--- src/pixel_capture_defines.vh ---
// constants for the pixel input capture front end
`ifndef PIXEL_CAPTURE_DEFINES_VH
`define PIXEL_CAPTURE_DEFINES_VH
`define PIX_WIDTH 24
`define CTL_WIDTH 3
`define SYNC_WIDTH 2
`define SYNC_STAGES 2
`define BUNDLE_WIDTH 54
`define EDGE_FALLING 1'b0
`define EDGE_RISING 1'b1
`define PIXELS_ONE 1'b0
`define PIXELS_TWO 1'b1
`define ST_OFF 2'h0
`define ST_WAIT 2'h1
`define ST_RUN 2'h2
`endif

--- src/sync_stage.v ---
// two flip-flop synchroniser for a vector of pin levels
`default_nettype none
module sync_stage #(
  parameter WIDTH = 1
) (
  // clock and reset
  input wire clk,
  input wire rst_n,
  // data
  input wire [WIDTH-1:0] d,
  output wire [WIDTH-1:0] q
);
  reg [WIDTH-1:0] meta_reg;
  reg [WIDTH-1:0] sync_reg;
  always @(posedge clk or negedge rst_n)
  begin
    if (!rst_n)
    begin
      meta_reg <= {WIDTH{1'b0}};
      sync_reg <= {WIDTH{1'b0}};
    end
    else
    begin
      meta_reg <= d;
      sync_reg <= meta_reg;
    end
  end
  assign q = sync_reg;
endmodule // sync_stage
`default_nettype wire

--- src/pixel_input_capture_config.v ---
// pixel input capture front end with strap configuration
// Functional notes
// edge strap low: capture all inputs on falling pixel clock edge.
// edge strap high: capture all inputs on rising pixel clock edge.
// pixel strap low: one 24-bit pixel per clock from even bus.
// pixel strap high: two pixels per clock, even first, odd second.
// power_down_n low means power down, high means normal operation.
// powered down: inputs ignored, all outputs high impedance; the code drives every output low, out_enable_reg included.
// powered down: no capture or transmission activity at all.
// controller holds qualifier high in active video, low in blanking.
// one-pixel mode ignores the odd bus completely.
// after power-up, resume with current straps, no other setup.
`include "pixel_capture_defines.vh"
`default_nettype none
module pixel_input_capture_config #(
  parameter PIX_W = `PIX_WIDTH,
  parameter CTL_W = `CTL_WIDTH
) (
  // system clock and reset
  input wire clk,
  input wire rst_n,
  // straps and power control
  input wire edge_select,
  input wire pixels_per_clock_select,
  input wire power_down_n,
  // pixel source
  input wire input_pixel_clock,
  input wire [PIX_W-1:0] even_pixel_in,
  input wire [PIX_W-1:0] odd_pixel_in,
  input wire active_video_qualifier,
  input wire hsync_in,
  input wire vsync_in,
  input wire [CTL_W-1:0] general_control_in,
  // captured output
  output reg cap_valid_reg,
  output reg [PIX_W-1:0] first_pixel_reg,
  output reg [PIX_W-1:0] second_pixel_reg,
  output reg second_valid_reg,
  output reg active_video_reg,
  output reg hsync_reg,
  output reg vsync_reg,
  output reg [CTL_W-1:0] control_reg,
  output reg out_enable_reg,
  output reg powered_reg
);
  localparam BW = 2 * PIX_W + CTL_W + 3;
  wire [BW-1:0] bundle_in;
  wire [BW-1:0] bundle_s;
  wire [3:0] ctrl_s;
  wire gate_n;
  wire edge_strap_s;
  wire pix_strap_s;
  wire pclk_s;
  wire [PIX_W-1:0] even_d;
  wire [PIX_W-1:0] odd_d;
  wire av_d;
  wire hs_d;
  wire vs_d;
  wire [CTL_W-1:0] ctl_d;
  reg [BW-1:0] bundle_d_reg;
  reg [BW-1:0] bundle_d_next;
  reg clk_d_reg;
  reg [1:0] state_reg;
  reg [1:0] state_next;
  reg edge_reg;
  reg edge_next;
  reg pix_reg;
  reg pix_next;
  wire run;
  wire take;
  wire rise;
  wire fall;
  // raw pins go through the synchroniser untouched
  assign bundle_in = {odd_pixel_in, even_pixel_in,
    active_video_qualifier, hsync_in, vsync_in,
    general_control_in};
  sync_stage #(.WIDTH(BW)) u_data_sync (
    .clk(clk),
    .rst_n(rst_n),
    .d(bundle_in),
    .q(bundle_s)
  );
  sync_stage #(.WIDTH(4)) u_ctrl_sync (
    .clk(clk),
    .rst_n(rst_n),
    .d({input_pixel_clock, pixels_per_clock_select,
      edge_select, power_down_n}),
    .q(ctrl_s)
  );
  // synchronised control levels
  assign gate_n = ctrl_s[0];
  assign edge_strap_s = ctrl_s[1];
  assign pix_strap_s = ctrl_s[2];
  // clock input buffer off while powered down
  assign pclk_s = ctrl_s[3] & gate_n;
  // fields of the bundle seen one cycle before the edge
  assign even_d = bundle_d_reg[BW-PIX_W-1:CTL_W+3];
  assign odd_d = bundle_d_reg[BW-1:BW-PIX_W];
  assign av_d = bundle_d_reg[CTL_W+2];
  assign hs_d = bundle_d_reg[CTL_W+1];
  assign vs_d = bundle_d_reg[CTL_W];
  assign ctl_d = bundle_d_reg[CTL_W-1:0];
  assign rise = pclk_s & ~clk_d_reg;
  assign fall = ~pclk_s & clk_d_reg;
  assign run = (state_reg == `ST_RUN) && gate_n;
  // pixel clock edge chosen by strap
  assign take = run &&
    ((edge_reg == `EDGE_RISING) ? rise : fall);
  // data input buffers off while powered down
  always @*
  begin
    bundle_d_next = bundle_s;
    if (!gate_n)
      bundle_d_next = {BW{1'b0}};
  end
  // straps taken once per power-up
  always @*
  begin
    edge_next = edge_reg;
    pix_next = pix_reg;
    if (state_reg == `ST_WAIT)
    begin
      edge_next = edge_strap_s;
      pix_next = pix_strap_s;
    end
  end
  always @*
  begin
    state_next = state_reg;
    case (state_reg)
      `ST_OFF:
        if (gate_n)
          state_next = `ST_WAIT;
      `ST_WAIT:
        state_next = gate_n ? `ST_RUN : `ST_OFF;
      `ST_RUN:
        if (!gate_n)
          state_next = `ST_OFF;
      default:
        state_next = `ST_OFF;
    endcase
  end
  // control state and edge history
  always @(posedge clk or negedge rst_n)
  begin
    if (!rst_n)
    begin
      state_reg <= `ST_OFF;
      clk_d_reg <= 1'b0;
      bundle_d_reg <= {BW{1'b0}};
      edge_reg <= `EDGE_FALLING;
      pix_reg <= `PIXELS_ONE;
    end
    else
    begin
      state_reg <= state_next;
      clk_d_reg <= pclk_s;
      bundle_d_reg <= bundle_d_next;
      edge_reg <= edge_next;
      pix_reg <= pix_next;
    end
  end
  // status outputs
  always @(posedge clk or negedge rst_n)
  begin
    if (!rst_n)
    begin
      cap_valid_reg <= 1'b0;
      out_enable_reg <= 1'b0;
      powered_reg <= 1'b0;
    end
    else
    begin
      cap_valid_reg <= take;
      out_enable_reg <= run;
      powered_reg <= gate_n;
    end
  end
  // captured pixels
  always @(posedge clk or negedge rst_n)
  begin
    if (!rst_n)
    begin
      first_pixel_reg <= {PIX_W{1'b0}};
      second_pixel_reg <= {PIX_W{1'b0}};
      second_valid_reg <= 1'b0;
    end
    else if (!gate_n)
    begin
      first_pixel_reg <= {PIX_W{1'b0}};
      second_pixel_reg <= {PIX_W{1'b0}};
      second_valid_reg <= 1'b0;
    end
    else if (take)
    begin
      first_pixel_reg <= even_d;
      if (pix_reg == `PIXELS_TWO)
      begin
        second_pixel_reg <= odd_d;
        second_valid_reg <= 1'b1;
      end
      else
      begin
        second_pixel_reg <= {PIX_W{1'b0}};
        second_valid_reg <= 1'b0;
      end
    end
  end
  // captured qualifier, syncs and control
  always @(posedge clk or negedge rst_n)
  begin
    if (!rst_n)
    begin
      active_video_reg <= 1'b0;
      hsync_reg <= 1'b0;
      vsync_reg <= 1'b0;
      control_reg <= {CTL_W{1'b0}};
    end
    else if (!gate_n)
    begin
      active_video_reg <= 1'b0;
      hsync_reg <= 1'b0;
      vsync_reg <= 1'b0;
      control_reg <= {CTL_W{1'b0}};
    end
    else if (take)
    begin
      active_video_reg <= av_d;
      hsync_reg <= hs_d;
      vsync_reg <= vs_d;
      control_reg <= ctl_d;
    end
  end
endmodule // pixel_input_capture_config
`default_nettype wire

--- config.mk ---
export PLATFORM = sky130hd
export DESIGN_NAME = pixel_input_capture_config
export DESIGN_NICKNAME = d
export VERILOG_FILES = /design/src/sync_stage.v /design/src/pixel_input_capture_config.v
export VERILOG_INCLUDE_DIRS = /design/src
export SDC_FILE = /design/constraint.sdc
export NUM_CORES = 1
export LEC_CHECK = 0
export BUFFER_PORTS_ARGS = -buffer_cell sky130_fd_sc_hd__buf_2
export CAP_MARGIN = 20
export CORE_UTILIZATION = 50
export CTS_CLUSTER_DIAMETER = 100
export CTS_CLUSTER_SIZE = 16
export DETAILED_ROUTE_END_ITERATION = 12
export GPL_ROUTABILITY_DRIVEN = 0
export PLACE_DENSITY = 0.75
export SYNTH_ARGS = -nofsm -noshare
export SYNTH_HDL_FRONTEND = slang
export SYNTH_HIERARCHICAL = 1
export SYNTH_SLANG_ARGS = --single-unit
--- constraint.sdc ---
create_clock -name clk -period 1.3 [get_ports clk]
set_input_delay 0 -clock clk [delete_from_list [all_inputs] [get_ports clk]]
set_output_delay 0 -clock clk [all_outputs]
set_load 0.02 [all_outputs]
==> run_results.csv <==
group,metric,value,unit
timing,hold_viol,0,
yosys,synth_fp_nets,546,
grt,grt_pass1_vias,4262,
yosys,syn_area,0.00734,sq mm
critical_path,path_class,"flop to flop",
die,row_count,43,
outcome,violations,"negative setup slack",
job,cap_viol_max_count,0,
final_layout,final_cell_mix,"dfrtp_1, buf_2, nand2_1, dlygate4sd3_1",
final_layout,multi_input_area,0.00128,sq mm
yosys,synth_mux_area_share,7.65,%
yosys,ys_warn_count,6,
route,post_drt_wl_per_cell,14.5,microns
critical_path,r2r_start,"u_ctrl_sync/q[3]",
clocking,cts_tree,"built",
yosys,yosysTopAreaCell,"dfrtp_1",
die,die_x,123,microns
timing,final_max_slew_viol_count,0,
power,p_total,13300,uW
critical_path,crit_required,1690,ps
critical_path,rrSetupSlack,-100,ps
route,route.vias.total,3979,
timing,relSlewSlack,46.0,%
outcome,outcome,"finished, violations left",
timing,final.setup.worst_slack,-104,ps
timing,setup_violations,53,
worst_hold_path,hp-class,"input port to async pin",
power,vdd_drop_max,0.00127,V
critical_path,reg2reg_depth,5,
timing,hold_ws,2.25,ps
critical_path,crit_path_start_kind,"flop",
critical_path,cp_max_fo,11,
die,core_area,0.0141,sq mm
final_layout,n_antenna_cell,0,
power,p_leak,0.00496,uW
placed_design,pre_cts_slack,-100,ps
clocking,h-tree-depth,1,
final_layout,ff_latch_area,0.00583,sq mm
timing,tightest_slew,810,ps
yosys,ys_ff_latch,233,
grt,grt_overflow,0,
yosys,synth_top_area_share,79.4,%
route,dr.pass1.iters,4,
final_layout,fin_nets,740,
die,die_area,0.0152,sq mm
yosys,synth-compound-area-share,0.290,%
yosys,yosysUniqueCellTypes,17,
die,boundaryPins,118,
timing,rsz0062_at_grt,"true",
yosys,synthAdderAreaFrac,0,%
timing,max_freq,712,MHz
final_layout,fillers,990,
route,drtIter0Drc,221,
yosys,synth_top_family_by_area,"simple AND/OR/NAND/NOR gates",
placed_design,io_buffer_count,117,
clocking,cts_buffers,18,
grt,grt_max_degree,88,
final_layout,drive_gt1_share,23.5,%
grt,globalRouteTotalUtil,17.5,%
critical_path,endpoint_kind,"flop",
critical_path,worst_r2r_endpoint,"second_pixel_reg[19]",
timing,min_period,1400,ps
grt,antenna_found_initial,0,
route,wl,12500,microns
clocking,clk_latency,470,ps
final_layout,final_common_cell,"dfrtp_1",
yosys,synthCells,486,
final_layout,area_growth,27.8,%
route,drc_errors,0,
timing,fin_skew,8.37,ps
yosys,yosysSeqAreaShare,79.4,%
yosys,avgSynthCellArea,15.1,sq um
route,vias_per_cell,4.62,
clocking,clock-sinks,233,
clocking,clock_path_buffers,3,
die,start_util,52.1,%
power,p_per_area,1420,mW/mm^2
clocking,path_clk_slew,70,ps
die,die_y,123,microns
critical_path,critPathArrivalTime,1790,ps
yosys,synth.area.top_cells,"dfrtp_1, mux2i_1, and2_1, nand2_1, inv_1",
clocking,root_buffer,"clkbuf_16",
critical_path,startpoint,"u_ctrl_sync/q[3]",
yosys,synth_xor_area_share,0,%
yosys,synthSimpleGateAreaFrac,9.39,%
grt,grt_pass1_wl,20200,microns
timing,finalCritPeriodShare,108,%
placed_design,dpl.hpwl,7510,microns
route,ant_nets,0,
-- what timing repair did --
item / 4_1_cts / 5_1_grt
cloned: 1 / 0
buffers inserted: 2 / 1
hold buffers: 59 / 0
resized for setup: 1 / 4
hold endpoints to repair: 291 / 0
endpoints found under the setup margin: 55 / 56
pin swaps: 0 / 1
-- cells in the mapped netlist (all sizes together) --
library cell,instances
buf,7
nor3b,2
and3b,2
dfrtp,233
nor2b,2
mux2i,55
o21a,1
and2,55
o21ai,2
clkbuf,14
mux2,1
inv,32
nand2,80
-- routing by layer --
metal  GRT usage [%]  vias to the layer above  wire length [microns]
met4            5.65                        0                    350
met3            3.69                       27                    547
met2            30.6                       98                   6560
met1            21.9                     1977                   5020
li1                -                     1877                      -
met5               0                        -                      0
-- worst max path at each step --
stage / slack (ps) / endpoint / depth (start not counted)
final: -100 / second_pixel_reg[19] / 5
after global routing: -190 / second_valid_reg / 5
after CTS: -100 / second_pixel_reg[11] / 5
after detailed placement: -100 / second_pixel_reg[1] / 4
after global placement: -40 / second_pixel_reg[6] / 4
after floorplan: 20 / first_pixel_reg[0] / 5
-- where the power goes --
| group | switching (uW) | leakage [uW] | internal (uW) |
|---|---|---|---|
| clock | 2230 | 0.000240 | 2600 |
| combinational | 384 | 0.00181 | 372 |
| sequential | 157 | 0.00292 | 7560 |
-- worst max-delay path: stages (launching register included) --
cell	delay (ps)
dfrtp_1	390
and3b_1	210
o21ai_4	190
buf_4	160
buf_12	140
mux2i_1	220
-- layout make-up --
cell class	count	area share, %
clock buffers	20	5.10
repair buffers	195	15.3
inverters	32	1.28
well taps	180	2.40
multi-input cells	200	13.7
clock inverters	1	0.0933
flip-flops and latches	233	62.1
-- cell families after synthesis --
group / Yosys count
AOI/OAI and AO/OA: 3
buffers and inverters: 53
DFF: 233
muxes: 56
and+or+nand+nor: 141
-- through the flow --
| stage | area, sq um | utilization, % | setup TNS, ps | std cells |
|---|---|---|---|---|
| after global placement | 8240 | 58.5 | -678 | 777 |
| after global routing | 9390 | 66.6 | -7650 | 861 |
| after detailed placement | 8240 | 58.5 | -2730 | 777 |
| after floorplan | 7340 | - | 0 | 486 |
| final | 9390 | 66.6 | -2680 | 861 |
| after CTS | 9360 | 66.4 | -3640 | 860 |
(Power assumes the default switching activity.)
